--- src/hdl/bsm_pkg.sv ---
// Constants, types and the strap synchroniser for boot strap mode selection.
// Assumes one 125 MHz clock; strap and receive pins are asynchronous to it.

package bsm_pkg;

    // ****************************************************************
    // Strap codes, bit 2 first
    // ****************************************************************
    localparam logic [2:0] SERIAL_LOAD_CODE = 3'h4;
    localparam logic [2:0] TWO_WIRE_RUN_CODE = 3'h1;
    localparam logic [2:0] FOUR_WIRE_RUN_CODE = 3'h0;
    localparam logic [2:0] BREAK_DETECT_CODE = 3'h2;
    localparam logic [2:0] FACTORY_RESTORE_CODE = 3'h3;
    localparam logic [2:0] FACTORY_RESTORE_ALT_CODE = 3'h6;
    localparam logic [2:0] STRAP_RESET = 3'h0;

    // ****************************************************************
    // Timing
    // ****************************************************************
    localparam longint CLK_HZ = 125_000_000;
    localparam int unsigned SYNC_STAGES = 2;
    localparam logic [1:0] SETTLE_CYCLES = 2'h2;
    localparam longint RESTORE_MIN_S = 8;
    localparam int unsigned RESTORE_MIN_CYCLES = int'(RESTORE_MIN_S * CLK_HZ);
    localparam longint BREAK_TIME_US = 20;
    localparam int unsigned BREAK_CYCLES_DEF = int'((BREAK_TIME_US * CLK_HZ) / 1_000_000);

    // ****************************************************************
    // Serial flash sectors
    // ****************************************************************
    localparam int unsigned SECTOR_W = 8;
    localparam logic [SECTOR_W-1:0] PROT_SECTOR_DEF = 8'h00;

    typedef enum logic [1:0] {
        RK_NONE = 2'h0,
        RK_PARAMS = 2'h1,
        RK_IMAGE_PARAMS = 2'h2
    } bsm_restore_kind_t;

    typedef struct packed {
        logic [2:0] code;
        logic [2:0] alt_en;
        logic jtag4;
        logic swd2;
        logic uart_loader;
        logic run;
    } bsm_boot_cfg_t;

    localparam bsm_boot_cfg_t BOOT_CFG_RESET = '0;

endpackage

`timescale 1ns/1ps
`default_nettype none

module bsm_sync #(
    parameter int unsigned WIDTH = 1
) (
    input wire logic clk_i,
    input wire logic nrst_i,
    input wire logic [WIDTH-1:0] async_i,
    output logic [WIDTH-1:0] sync_o
);
    logic [WIDTH-1:0] meta;

    // Only the second stage reads the first
    always_ff @(posedge clk_i) begin
        if (!nrst_i) begin
            meta <= '0;
            sync_o <= '0;
        end else begin
            meta <= async_i;
            sync_o <= meta;
        end
    end
endmodule // bsm_sync

`default_nettype wire

--- src/hdl/bsm_boot_strap_mode_select.sv ---
// Boot strap mode selection and factory restore trigger.
// Assumes NRST_I is the reset pin already held long enough by the reset source.

`timescale 1ns/1ps
`default_nettype none

module bsm_boot_strap_mode_select
    import bsm_pkg::*;
#(
    parameter int unsigned RESTORE_LIMIT_CYCLES = RESTORE_MIN_CYCLES,
    parameter int unsigned BREAK_CYCLES = BREAK_CYCLES_DEF,
    parameter logic [2:0] RESTORE_CODE = FACTORY_RESTORE_CODE,
    parameter logic [SECTOR_W-1:0] PROTECTED_SECTOR = PROT_SECTOR_DEF
) (
    input wire logic CLK_I,
    input wire logic NRST_I,
    input wire logic [2:0] BOOT_STRAP_PINS_I,
    input wire logic UART_RX_I,
    input wire logic [1:0] RESTORE_SEL_I,
    input wire logic [1:0] RESTORE_PEND_I,
    input wire logic RESTORE_DONE_I,
    input wire logic HOST_FLASH_REQ_I,
    input wire logic [SECTOR_W-1:0] HOST_FLASH_SECTOR_I,
    output bsm_boot_cfg_t BOOT_CFG_O,
    output logic STRAP_VALID_O,
    output logic RESTORE_START_O,
    output logic RESTORE_BUSY_O,
    output logic [1:0] RESTORE_KIND_O,
    output logic [1:0] RESTORE_PEND_O,
    output logic RESTORE_TIMEOUT_O,
    output logic HOST_FLASH_GNT_O,
    output logic HOST_FLASH_DENY_O
);

    // ****************************************************************
    // Elaboration checks
    // ****************************************************************
    if (RESTORE_LIMIT_CYCLES < 1) begin : g_bad_limit
        $error("RESTORE_LIMIT_CYCLES must be at least one");
    end
    if (BREAK_CYCLES < 1) begin : g_bad_break
        $error("BREAK_CYCLES must be at least one");
    end

    typedef enum {ST_SETTLE, ST_DECODE, ST_BREAK, ST_LOAD, ST_RUN, ST_RESTORE} bsm_state_t;

    bsm_state_t state;
    logic [2:0] strap_sync;
    logic rx_sync;
    logic [2:0] strap;
    logic [1:0] settle_cnt;
    logic [31:0] break_cnt;
    logic [31:0] restore_cnt;
    logic restore_end;
    logic go_restore;
    logic [1:0] next_kind;
    bsm_boot_cfg_t next_cfg;

    // ****************************************************************
    // Pin synchronisers
    // ****************************************************************
    bsm_sync #(
        .WIDTH(4)
    ) u_sync (
        .clk_i(CLK_I),
        .nrst_i(NRST_I),
        .async_i({UART_RX_I, BOOT_STRAP_PINS_I}),
        .sync_o({rx_sync, strap_sync})
    );

    // ****************************************************************
    // Strap capture
    // ****************************************************************
    always_ff @(posedge CLK_I) begin
        if (!NRST_I) begin
            settle_cnt <= '0;
        end else if (settle_cnt != SETTLE_CYCLES) begin
            settle_cnt <= settle_cnt + 2'h1;
        end
    end

    always_ff @(posedge CLK_I) begin
        if (!NRST_I) begin
            strap <= STRAP_RESET;
            STRAP_VALID_O <= 1'b0;
        end else if (state == ST_SETTLE && settle_cnt == SETTLE_CYCLES) begin
            strap <= strap_sync;
            STRAP_VALID_O <= 1'b1;
        end
    end

    // ****************************************************************
    // Boot flow
    // ****************************************************************
    assign go_restore = (RESTORE_PEND_I != RK_NONE) ||
        (strap == RESTORE_CODE && RESTORE_SEL_I != RK_NONE);
    assign next_kind = (RESTORE_PEND_I != RK_NONE) ? RESTORE_PEND_I : RESTORE_SEL_I;
    assign restore_end = RESTORE_DONE_I || (restore_cnt == RESTORE_LIMIT_CYCLES - 1);

    always_ff @(posedge CLK_I) begin
        if (!NRST_I) begin
            state <= ST_SETTLE;
        end else begin
            unique case (state)
                ST_SETTLE: begin
                    if (settle_cnt == SETTLE_CYCLES) begin
                        state <= ST_DECODE;
                    end
                end
                ST_DECODE: begin
                    if (go_restore) begin
                        state <= ST_RESTORE;
                    end else if (strap == SERIAL_LOAD_CODE) begin
                        state <= ST_LOAD;
                    end else if (strap == BREAK_DETECT_CODE) begin
                        state <= ST_BREAK;
                    end else begin
                        state <= ST_RUN;
                    end
                end
                ST_BREAK: begin
                    if (rx_sync) begin
                        state <= ST_RUN;
                    end else if (break_cnt == BREAK_CYCLES - 1) begin
                        state <= ST_LOAD;
                    end
                end
                ST_LOAD: begin
                    state <= ST_LOAD;
                end
                ST_RESTORE: begin
                    if (restore_end) begin
                        state <= ST_RUN;
                    end
                end
                ST_RUN: begin
                    state <= ST_RUN;
                end
            endcase
        end
    end

    // ****************************************************************
    // Break and restore timers
    // ****************************************************************
    always_ff @(posedge CLK_I) begin
        if (!NRST_I || state != ST_BREAK) begin
            break_cnt <= '0;
        end else begin
            break_cnt <= break_cnt + 32'h1;
        end
    end

    always_ff @(posedge CLK_I) begin
        if (!NRST_I || state != ST_RESTORE) begin
            restore_cnt <= '0;
        end else begin
            restore_cnt <= restore_cnt + 32'h1;
        end
    end

    // ****************************************************************
    // Restore control
    // ****************************************************************
    always_ff @(posedge CLK_I) begin
        if (!NRST_I) begin
            RESTORE_START_O <= 1'b0;
            RESTORE_BUSY_O <= 1'b0;
            RESTORE_KIND_O <= RK_NONE;
            RESTORE_PEND_O <= RK_NONE;
            RESTORE_TIMEOUT_O <= 1'b0;
        end else begin
            RESTORE_START_O <= (state == ST_DECODE) && go_restore;
            if (state == ST_DECODE && go_restore) begin
                RESTORE_BUSY_O <= 1'b1;
                RESTORE_KIND_O <= next_kind;
                RESTORE_PEND_O <= next_kind;
            end else if (state == ST_RESTORE && restore_end) begin
                RESTORE_BUSY_O <= 1'b0;
                RESTORE_PEND_O <= RESTORE_DONE_I ? RK_NONE : RESTORE_PEND_O;
                RESTORE_TIMEOUT_O <= !RESTORE_DONE_I;
            end
        end
    end

    // ****************************************************************
    // Pin mapping
    // ****************************************************************
    always_comb begin
        next_cfg = BOOT_CFG_RESET;
        next_cfg.code = strap;
        next_cfg.alt_en = {STRAP_VALID_O, 2'h0};
        unique case (state)
            ST_SETTLE, ST_DECODE: begin
                next_cfg.jtag4 = 1'b0;
            end
            ST_LOAD: begin
                next_cfg.jtag4 = 1'b1;
                next_cfg.uart_loader = 1'b1;
            end
            ST_BREAK, ST_RESTORE: begin
                next_cfg.jtag4 = 1'b1;
            end
            ST_RUN: begin
                next_cfg.run = 1'b1;
                next_cfg.swd2 = (strap == TWO_WIRE_RUN_CODE);
                next_cfg.jtag4 = (strap != TWO_WIRE_RUN_CODE);
            end
        endcase
    end

    always_ff @(posedge CLK_I) begin
        if (!NRST_I) begin
            BOOT_CFG_O <= BOOT_CFG_RESET;
        end else begin
            BOOT_CFG_O <= next_cfg;
        end
    end

    // ****************************************************************
    // Host flash guard
    // ****************************************************************
    always_ff @(posedge CLK_I) begin
        if (!NRST_I) begin
            HOST_FLASH_GNT_O <= 1'b0;
            HOST_FLASH_DENY_O <= 1'b0;
        end else begin
            HOST_FLASH_GNT_O <= HOST_FLASH_REQ_I && (HOST_FLASH_SECTOR_I != PROTECTED_SECTOR);
            HOST_FLASH_DENY_O <= HOST_FLASH_REQ_I &&
                (HOST_FLASH_SECTOR_I == PROTECTED_SECTOR);
        end
    end
endmodule // bsm_boot_strap_mode_select

`default_nettype wire

--- config.mk ---
export PLATFORM = sky130hd
export DESIGN_NAME = bsm_boot_strap_mode_select
export DESIGN_NICKNAME = d
export VERILOG_FILES = /design/src/hdl/bsm_pkg.sv /design/src/hdl/bsm_boot_strap_mode_select.sv
export SDC_FILE = /design/constraint.sdc
export NUM_CORES = 1
export LEC_CHECK = 0
export ABC_CLOCK_PERIOD_IN_PS = 5000
export CAP_MARGIN = 40
export CORE_AREA = 2 2 121 123
export DETAILED_ROUTE_END_ITERATION = 12
export DIE_AREA = 0 0 123 125
export DONT_BUFFER_PORTS = 1
export GPL_TIMING_DRIVEN = 0
export PLACE_DENSITY = 0.44
export SLEW_MARGIN = 0
export SYNTH_ARGS = -nofsm -noshare
export SYNTH_HDL_FRONTEND = slang
export SYNTH_HIERARCHICAL = 1
export SYNTH_SLANG_ARGS = --single-unit
--- constraint.sdc ---
create_clock -name CLK_I -period 5 [get_ports CLK_I]
set_input_delay 0.25 -clock CLK_I [delete_from_list [all_inputs] [get_ports CLK_I]]
set_output_delay 0.25 -clock CLK_I [all_outputs]
set_load 0.02 [all_outputs]
After elaboration in Yosys (flattened, before gate mapping)
Cells that the tools add are included.

storage, ports and cells
  word-level logic and storage cells = 90
  register bits after elaboration = 129

cells by class
  equal/unequal tests = 21
  $add $sub $neg = 3
  multiplexer cells = 17
  reductions and logical operators = 26
  bitwise logic cells = 1

operators by type and width
  operator                                          count
  one-hot mux 32 bit (6 select lines)               1
  two-way mux 32 bit                                4
  == test 32 x 2 -> 1 bit (second input constant)   3
  adder 32 x 1 -> 32 bit (second input constant)    2
  == test 32 x 3 -> 1 bit (second input constant)   2
  zero test 32 bit                                  2
  == test 32 x 1 -> 1 bit (second input constant)   1
  == test 32 x 12 -> 1 bit (second input constant)  1
  == test 32 x 30 -> 1 bit (second input constant)  1
  == test 32 x 4 -> 1 bit (second input constant)   1
  != test 32 x 3 -> 1 bit (second input constant)   1
  != test 32 x 4 -> 1 bit (second input constant)   1
  two-way mux 3 bit                                 3
  zero test 8 bit                                   1
  two-way mux 2 bit                                 4
  nonzero test 2 bit                                4
  nonzero test 8 bit                                1
  == test 3 x 2 -> 1 bit (second input constant)    2
  logical AND 1 bit                                 6
  != test 2 bit (second input constant)             3
  AND reduction 2 bit                               3
  logical OR 1 bit                                  4
  two-way mux 1 bit                                 4
  == test 3 x 1 -> 1 bit (second input constant)    1
  11 further kinds                                  12

Longest topological paths before layout
Gate-level depths: netlist of the first run.

  depth in word-level cells = 6
  mapped depth = 7
  mapped depth without buffers = 5

Hierarchy
The synthesis of the first run kept the hierarchy.

modules (own cells, without submodules)
  module                      area each (sq um)  times used  cells an instance
  bsm_boot_strap_mode_select  4087.7             1           473
  bsm_sync                    210.2              1           16

Worst setup path after synthesis of the first run
Ideal clock, no wire load.

  path type = reg-to-reg
  from = register restore_cnt[0]
  to = register restore_cnt[28]
  slack = 3.011 ns
  stages on the path, launching flop included = 6
  buffers on the path = 0
  arrival time = 1.919 ns
  required time = 4.929 ns
  cell sequence = dfxtp_1 > ha_1 > nand4_2 > or4_4 > or4_1 > a21oi_1

between the ends
  cells in the longest elaborated chain, start to end = 1

RTL lines
  what                      RTL line                           RTL
  start: declaration        bsm_boot_strap_mode_select.sv:53   logic [31:0] restore_cnt;
  start signal: assignment  bsm_boot_strap_mode_select.sv:158  restore_cnt <= restore_cnt + 32'h1;
  adder 32 x 1 -> 32 bit    bsm_boot_strap_mode_select.sv:158

No other way between the ends.
A chain may end at the register's enable or synchronous reset.

Final worst setup path of the first run
  from = register restore_cnt[0]
  to = register restore_cnt[22]

The elaborated chain is that of the path after synthesis.

==> results of run 1 <==
where the power goes:
part	leakage (nW)	switching, W	internal [W]	total (W)
logic	0.561	0.0000889	0.0000631	0.000152
registers	0.793	0.0000411	0.000816	0.000857
clock network	0.145	0.000316	0.000392	0.000708
registers in the layout, summed over array words and instances (netlist names):
| name | flops |
|---|---|
| BOOT_CFG_O | 8 |
| HOST_FLASH_DENY_O | 1 |
| HOST_FLASH_GNT_O | 1 |
| RESTORE_BUSY_O | 1 |
| RESTORE_KIND_O | 2 |
| RESTORE_PEND_O | 2 |
| RESTORE_START_O | 1 |
| RESTORE_TIMEOUT_O | 1 |
| STRAP_VALID_O | 1 |
| break_cnt | 32 |
| restore_cnt | 32 |
| settle_cnt | 2 |
| state | 3 |
| strap | 3 |
| u_sync/meta | 4 |
| u_sync/sync_o | 4 |
worst min-delay path by stage:
stage / start / to / depth (start not counted)
finish: NRST_I / u_sync/meta[1] / 1
global route: NRST_I / u_sync/sync_o[2] / 1
CTS: UART_RX_I / u_sync/meta[3] / 1
detailed placement: NRST_I / u_sync/meta[0] / 1
global placement: NRST_I / u_sync/meta[3] / 1
floorplan: NRST_I / u_sync/meta[0] / 1
routing by layer:
metal | track usage | routed length [µm]
met3 | 0.03604 | 420
met2 | 0.2135 | 4746
met5 | 0 | 0
met1 | 0.1968 | 5101
met4 | 0.05481 | 166
kinds of logic (layout without fill, tap and decap cells):
| logic type | Yosys count | count (layout) | synth area share |
|---|---|---|---|
| AOI/OAI and AO/OA | 90 | 90 | 0.1287 |
| xor gates and xnor gates | 26 | 26 | 0.05298 |
| adders and majority gates | 3 | 3 | 0.008735 |
| buffers and inverters | 40 | 60 | 0.03755 |
| DFF | 98 | 98 | 0.4565 |
| muxes | 5 | 5 | 0.01165 |
| other | 1 | 3 | 0.0008725 |
| and+or+nand+nor | 226 | 226 | 0.3031 |
area by class of cell:
| type | instances | area share |
|---|---|---|
| flip-flops and latches | 98 | 0.4035 |
| repair buffers | 4 | 0.006948 |
| clock buffers | 11 | 0.04786 |
| well taps | 184 | 0.04735 |
| multi-input cells | 352 | 0.4480 |
| inverters | 13 | 0.01004 |
| diodes | 1 | 0.0005147 |
| plain buffers | 27 | 0.02316 |
| clock inverters | 5 | 0.01261 |
cells in the mapped netlist (2+ instances only):
cell type | instances | share of area
mux2i_1 | 5 | 0.012
xor2_1 | 15 | 0.031
buf_4 | 2 | 0.0035
dfxtp_1 | 98 | 0.46
nand2_1 | 29 | 0.025
nand3_1 | 24 | 0.028
o41ai_1 | 2 | 0.0041
clkbuf_1 | 22 | 0.019
nand4_1 | 19 | 0.028
a21oi_1 | 39 | 0.045
o21a_1 | 3 | 0.0052
and2_1 | 16 | 0.023
nor2b_1 | 2 | 0.0029
ha_1 | 3 | 0.0087
nor3_1 | 8 | 0.0093
nor4_1 | 12 | 0.017
nor2_1 | 40 | 0.035
and4_1 | 10 | 0.020
o21ai_0 | 18 | 0.021
and3_1 | 7 | 0.010
or3_1 | 15 | 0.022
xnor2_1 | 11 | 0.022
inv_1 | 13 | 0.011
nand4_2 | 2 | 0.0058
o311ai_0 | 3 | 0.0061
buf_2 | 3 | 0.0035
or2_2 | 7 | 0.010
nand4b_1 | 2 | 0.0041
nor4b_1 | 7 | 0.014
o2111a_1 | 2 | 0.0052
or4_1 | 20 | 0.035
o31ai_1 | 17 | 0.030
worst register-to-register path, cell delays in order, from the launching register on:
cell     delay [ns]
dfxtp_1        0.39
ha_1           0.25
nand4_2        0.21
or4_4          0.61
buf_2          0.20
or3_1          0.36
a21oi_1        0.14
metrics by stage:
step | setup WS (ns) | utilization | total power, W
after detailed placement | 2.783 | 0.3193 | 0.001025
after floorplan | 3.011 | - | 0.0009894
final | 2.786 | 0.3423 | 0.001717
after CTS | 2.783 | 0.3414 | 0.001745
after global placement | 2.806 | 0.3191 | 0.001023
after global routing | 2.614 | 0.3421 | 0.001796
cells in the final DEF, fill, tap and decap left out, drive strengths merged, types with 15 or more instances in the layout:
cell type / n
dfxtp: 98
nor2: 40
a21oi: 39
clkbuf: 33
nand2: 29
nand3: 24
or4: 21
nand4: 21
o21ai: 18
o31ai: 17
and2: 16
or3: 15
xor2: 15
inv: 15
repair_timing:
action / 4_1_cts / 5_1_grt
gates resized for setup: 0 / 0
hold buffers: 2 / 1
hold endpoints to repair: 4 / 1
==> results.yml, run 1 <==
run_status:
  status: "finished clean"
route:
  antenna_left: 0
  route.detailed.drc: 0
  via_count: 3617
  via_per_inst: 5.204
  wl_per_cell_um: 15.01
  drt_iter0_drc: 157
  first_pass_iters: 4
  totalWireLength_mm: 10.43
hold_path:
  hp-class: "input port to flip-flop"
floorplanning:
  core_area_um2: 14200
  die_w_um: 123
  ios: 40
  die-area_um2: 15380
  initial_utilization: 0.3026
  dieHeight_um: 125
  num_rows: 44
clocking:
  cts_sinks: 98
  cts_setup_buffers: 0
  clkSlewWorstSetupHoldPaths_ns: 0.07
  clk_path_buf_depth: 2
  cts_root_buf: "clkbuf_16"
  clock_latency_ns: 0.35
  htreeDepth: 3
  cts_inserted_buffers: 9
  tritoncts: "built"
timing:
  rsz0062_at_grt: "false"
  finalSetupTns_ns: 0
  skew_ns: 0.008582
  worst_pin_slew_ns: 0.6417
  setup_viol: 0
  max_freq_ghz: 0.4516
  hold_slack_ns: 0.01741
  slew_headroom: 0.5706
  fin_crit_sh: 0.4428
  finalMaxSlewViolations: 0
  min_period_ns: 2.214
  finalHoldViolations: 0
setup_path:
  worstPathMaxFanout: 10
  reg2reg_depth: 6
  crit_path_end_kind: "flip-flop"
  setup.worst_path.end: "restore_cnt[22]"
  path_cells: "ha_1 -> nand4_2 -> or4_4 -> buf_2 -> or3_1 -> a21oi_1"
  rrSetupSlack_ns: 2.79
  required_ns: 5.28
  crit_family: "simple AND/OR/NAND/NOR gates"
  reg2reg_from: "restore_cnt[0]"
  cpPeakStageDelay_ns: 0.61
  crit_slowest_cell: "or4_4"
  path_buf_inv: 1
  r2r-end: "restore_cnt[22]"
  arrival_ns: 2.50
  critPathKind: "flip-flop to flip-flop"
  worst-path-stages: 6
  cp-start-kind: "flip-flop"
  startpoint: "restore_cnt[0]"
power:
  cellLeakagePower_nw: 1.498
  pwr_density_cell_nw_per_um2: 353.2
  irDropWorstVdd_mv: 0.1663
final_layout:
  finalNonFillerCells: 695
  syn_to_final_growth_pct: 13.13
  drive_gt1_frac: 0.05882
  fillCellCount: 1501
  design_area_um2: 4862
  fin_nets: 528
  register_area_um2: 1962
  multiInputGateArea_um2: 2178
global_routing:
  antenna_found_initial: 0
  grt_max_degree: 17
  grt_pass1_wl_mm: 17.24
  grt_pass1_vias: 3398
  grt-ovfl-total: 0
  grt.total_usage: 0.1428
synth:
  ys_types: 45
  async_flop_share: 0
  ys_seq_area_frac: 0.4565
  synth_top_flop_cell: "dfxtp_1"
  synth_edf_count: 0
  yosys_warnings: 6
  synth_area_um2: 4298
  synth-seq-cells: 98
  synth_area_per_cell_um2: 8.789
  syn_inst: 489
job:
  cap_violations: 0
placement:
  hpwlAfterDp_mm: 7.229
  dpl_cell_area_um2: 4536
  port_buffers: 0
  dp_cells: 675
  globalplace.congestion: 0.7623
No activity file was read; power rests on OpenSTA's default activity.
==> inputs of run 2 (changes only) <==
- ABC_CLOCK_PERIOD_IN_PS: 5000 -> 2250
- clock period: 5 -> 2.25 ns (I/O delays scaled with it)
==> run 2 against run 1 <==
  * Sequential power rose by 120%
  * Via count rose by 1.0%
  * Die area did not move
  * Worst setup slack got worse by 2.7 ns
  * Sequential cell count did not move
  * Clock skew rose by 0.0011 ns
  * Count of clock-buffer cells in the layout did not move
  * Critical path depth did not move
  * Power rose by 120%
  * Final area rose by 2.3%
  * Register-to-register slack got worse by 2.7 ns
  * Critical path type unchanged
  * Largest cell class unchanged
  * Largest power group unchanged
==> results.yml, run 2 (synthesized netlist as in run 1, its figures left out) <==
placement:
  port_buffers: 0
  dpl_cell_area_um2: 4536
  globalplace.congestion: 0.7623
  hpwlAfterDp_mm: 7.229
power:
  cellInternalPower_w: 0.002834
  pwr_density_cell_nw_per_um2: 769.9
  pwr-share-seq: 0.498
  combinationalPowerShare: 0.090
  clkPwrFrac: 0.412
  cellLeakagePower_nw: 1.553
  p_switching_w: 0.0009963
  irDropWorstVdd_mv: 0.3715
  power_switching_share: 0.2601
floorplanning:
  die_w_um: 123
  dieHeight_um: 125
  num_rows: 44
  die-area_um2: 15380
  core_area_um2: 14200
  initial_utilization: 0.3026
  ios: 40
global_routing:
  grt_max_degree: 17
  grt_pass1_wl_mm: 17.38
  grt-ovfl-total: 0
  antenna_found_initial: 0
  grt_pass1_vias: 3453
  grt.total_usage: 0.1438
timing:
  max_freq_ghz: 0.4723
  hold_slack_ns: 0.01866
  worst_pin_slew_ns: 0.6399
  slew_headroom: 0.5718
  min_period_ns: 2.117
  finalMaxSlewViolations: 0
  setup_viol: 0
  rsz0062_at_grt: "false"
  fin_crit_sh: 0.9411
  finalHoldViolations: 0
  finalSetupTns_ns: 0
  skew_ns: 0.009688
setup_path:
  cp-start-kind: "flip-flop"
  required_ns: 2.48
  critPathKind: "flip-flop to flip-flop"
  crit_path_end_kind: "flip-flop"
  rrSetupSlack_ns: 0.13
  worstPathMaxFanout: 10
  startpoint: "restore_cnt[9]"
  reg2reg_from: "restore_cnt[9]"
  arrival_ns: 2.35
route:
  via_per_inst: 5.205
  first_pass_iters: 5
  antenna_left: 0
  totalWireLength_mm: 10.55
  route.detailed.drc: 0
  via_count: 3654
  drt_iter0_drc: 192
  wl_per_cell_um: 15.03
job:
  cap_violations: 0
final_layout:
  top_regs: "break_cnt x32, restore_cnt x32, BOOT_CFG_O x8"
  fin_nets: 536
  syn_to_final_growth_pct: 15.75
  drive_gt1_frac: 0.07722
  layout_commonest_cell: "dfxtp_1"
  mostFrequentLayoutCells: "95 x dfxtp_1, 40 x nor2_1, 39 x a21oi_1"
  design_area_um2: 4975
  diodes: 0
clocking:
  tritoncts: "built"
  clkSlewWorstSetupHoldPaths_ns: 0.07
  cts_inserted_buffers: 9
  clock_latency_ns: 0.36
  htreeDepth: 3
  clk_path_buf_depth: 2
  cts_root_buf: "clkbuf_16"
  cts_sinks: 98
run_status:
  status: "finished clean"
hold_path:
  hp-class: "input port to flip-flop"
  holdCritStartpoint: "RESTORE_PEND_I[1]"
[run 2: area by class of cell]
cell class / count / area, µm²
clock buffers: 11 / 232.7
clock inverters: 5 / 61.31
repair buffers: 13 / 121.4
plain buffers: 26 / 115.1
flip-flops and latches: 98 / 1966
well taps: 184 / 230.2
multi-input cells: 352 / 2200
fillers: 1491 / 9229
inverters: 13 / 48.80
[run 2: worst paths after layout]
kind | end | depth (start not counted)
max reg2reg | restore_cnt[25] | 6
min | RESTORE_PEND_O[1] | 2
max | restore_cnt[25] | 6
min reg2reg | u_sync/sync_o[2] | 1
[run 2: timing repair]
action,CTS,global route
hold buffers,11,0
gates resized for setup,0,16
endpoints found under the setup margin,0,30
buffers inserted,0,1
endpoints found under the hold margin,11,0
[run 2: routing by layer]
layer	track usage	wire (µm)
met5	0	0
met1	0.1968	5174
met4	0.05481	183
met3	0.03604	342
met2	0.2171	4854
[run 2: metrics by stage]
| stage | total power (W) | cells | setup slack [ns] | util |
|---|---|---|---|---|
| 4_1_cts | 0.003889 | 702 | 0.03331 | 0.3478 |
| 2_1_floorplan | 0.002199 | 490 | 0.2609 | - |
| 3_3_place_gp | 0.002273 | 674 | 0.05596 | 0.3191 |
| 6_report | 0.003830 | 702 | 0.1325 | 0.3502 |
| 5_1_grt | 0.004003 | 702 | 0.01275 | 0.3502 |
| 3_5_place_dp | 0.002278 | 675 | 0.03335 | 0.3193 |
[run 2: power groups by stage]
stage,sequential (W),clock (W),combinational (W)
after global placement,0.00195,0,0.000327
after floorplan,0.00193,0,0.000266
after CTS,0.00191,0.00164,0.000348
final,0.00191,0.00158,0.000346
after detailed placement,0.00195,0,0.000331
after global routing,0.00191,0.00169,0.000396
[run 2: critical path: stages, from the launching register on]
cell and delay (ns):
dfxtp_1 0.42, nand4_2 0.18, or4_1 0.54, buf_2 0.19, clkbuf_2 0.22, o311ai_0 0.31, o41ai_1 0.13
==> inputs of run 3 (changes only) <==
- PLACE_DENSITY: 0.44 -> not set
==> run 3 against run 2 <==
  * Non-clock buffer count unchanged
  * Routed wire length shrank 4.9%
  * Maximum frequency down 0.64%
  * Cell count up 0.14%
  * Sequential power about the same
  * Via count is 1.3% higher
  * Clock power about the same
  * Largest cell class unchanged
  * Highest routed layer unchanged
==> results.yml, run 3 (synthesized netlist as in run 1, its figures left out) <==
run_status:
  status: "finished clean"
power:
  fin_total_pwr_w: 0.003844
  clkPwrFrac: 0.414
  irDropWorstVdd_mv: 0.4886
  p_switching_w: 0.0009295
  pwr_density_cell_nw_per_um2: 773.1
  power_switching_share: 0.2418
  combinationalPowerShare: 0.089
  cellLeakagePower_nw: 1.554
  pwr-share-seq: 0.497
  cellInternalPower_w: 0.002915
global_routing:
  grt-ovfl-total: 0
  grt_pass1_vias: 3543
  grt.total_usage: 0.1356
  grt_pass1_wl_mm: 16.71
  grt_max_degree: 16
  antenna_found_initial: 1
setup_path:
  worstPathMaxFanout: 10
  cpPeakStageDelay_ns: 0.55
  arrival_ns: 2.34
  cp-start-kind: "flip-flop"
  path_cells: "nand4_2 -> or4_1 -> buf_2 -> clkbuf_2 -> o311ai_0 -> o41ai_1"
  crit_slowest_cell: "or4_1"
  required_ns: 2.46
  critPathKind: "flip-flop to flip-flop"
  crit_path_end_kind: "flip-flop"
clocking:
  htreeDepth: 3
  cts_root_buf: "clkbuf_16"
  clk_path_buf_depth: 2
  clkSlewWorstSetupHoldPaths_ns: 0.07
  cts_inserted_buffers: 9
  cts_setup_buffers: 0
  cts_sinks: 98
  tritoncts: "built"
  clock_latency_ns: 0.34
final_layout:
  fin_nets: 536
  design_area_um2: 4972
  fillCellCount: 1481
  syn_to_final_growth_pct: 15.69
  layout_commonest_cell: "dfxtp_1"
  mostFrequentLayoutCells: "97 x dfxtp_1, 40 x nor2_1, 39 x a21oi_1"
  top_regs: "break_cnt x32, restore_cnt x32, BOOT_CFG_O x8"
  drive_gt1_frac: 0.07336
  post-route-util: 0.3501
placement:
  dpl_cell_area_um2: 4537
  globalplace.congestion: 0.7916
  port_buffers: 0
  hpwlAfterDp_mm: 7.121
route:
  wl_per_cell_um: 14.28
  route.detailed.drc: 0
  via_count: 3702
  totalWireLength_mm: 10.04
  antenna_left: 0
  via_per_inst: 5.266
  first_pass_iters: 4
  drt_iter0_drc: 175
timing:
  slew_headroom: 0.5227
  finalMaxSlewViolations: 0
  rsz0062_at_grt: "false"
  fin_crit_sh: 0.9471
  skew_ns: 0.006978
  min_period_ns: 2.131
  max_freq_ghz: 0.4693
  finalHoldViolations: 0
  finalSetupTns_ns: 0
  worst_pin_slew_ns: 0.7094
  setup_viol: 0
job:
  cap_violations: 0
hold_path:
  hp-class: "input port to flip-flop"
floorplanning:
  dieHeight_um: 125
  core_area_um2: 14200
  initial_utilization: 0.3026
  ios: 40
  num_rows: 44
  die_w_um: 123
  die-area_um2: 15380
[run 3: power groups by stage]
stage / combinational, W / clock (W) / sequential, W
after CTS: 0.000344 / 0.00165 / 0.00191
after global placement: 0.000319 / 0 / 0.00195
final: 0.000343 / 0.00159 / 0.00191
after floorplan: 0.000266 / 0 / 0.00193
after global routing: 0.000397 / 0.00172 / 0.00192
after detailed placement: 0.000328 / 0 / 0.00195
[run 3: worst paths after layout]
check	start	endpoint	slack [ns]	depth (start not counted)
worst min-delay path	RESTORE_PEND_I[1]	RESTORE_PEND_O[1]	0.02	2
worst min register to register	u_sync/meta[2]	u_sync/sync_o[2]	0.42	1
worst max-delay path	restore_cnt[9]	restore_cnt[27]	0.12	6
worst max register to register	restore_cnt[9]	restore_cnt[27]	0.12	6
[run 3: critical path: cells and delay by family (launching register included)]
| kind | cells | cell delay, ns |
|---|---|---|
| buf+inv | 2 | 0.39 |
| compound gates | 2 | 0.42 |
| flops | 1 | 0.45 |
| simple gates | 2 | 0.74 |
[run 3: area by class of cell]
| cell class | instances | area [µm²] | area share |
|---|---|---|---|
| buffer | 27 | 116.4 | 0.02340 |
| clock inverter | 4 | 48.80 | 0.009814 |
| timing repair buffer | 12 | 115.1 | 0.02315 |
| tap | 184 | 230.2 | 0.04630 |
| inverter | 13 | 48.80 | 0.009814 |
| sequential | 98 | 1963 | 0.3948 |
| antenna | 1 | 2.502 | 0.0005033 |
| clock buffer | 12 | 266.5 | 0.05360 |
| multi-input combinational | 352 | 2181 | 0.4386 |
[run 3: what timing repair did]
action	4_1_cts	5_1_grt
hold buffers	11	0
endpoints found under the hold margin	11	0
resized for setup	0	10
endpoints found under the setup margin	0	11
[run 3: per-layer routing]
metal  global-route usage  routed length (µm)
met1               0.1609                4499
met2               0.2359                5083
met3              0.03558                 322
met4              0.04345                 133
met5                    0                   0
[run 3: through the flow]
stage	instances	worst slack, ns	hold slack, ns
6_report	703	0.1189	0.02161
2_1_floorplan	490	0.2609	0.2342
3_5_place_dp	675	0.03423	0.2418
5_1_grt	703	0.03881	0.05514
3_3_place_gp	674	0.08067	0.2409
4_1_cts	702	0.02340	0.006114
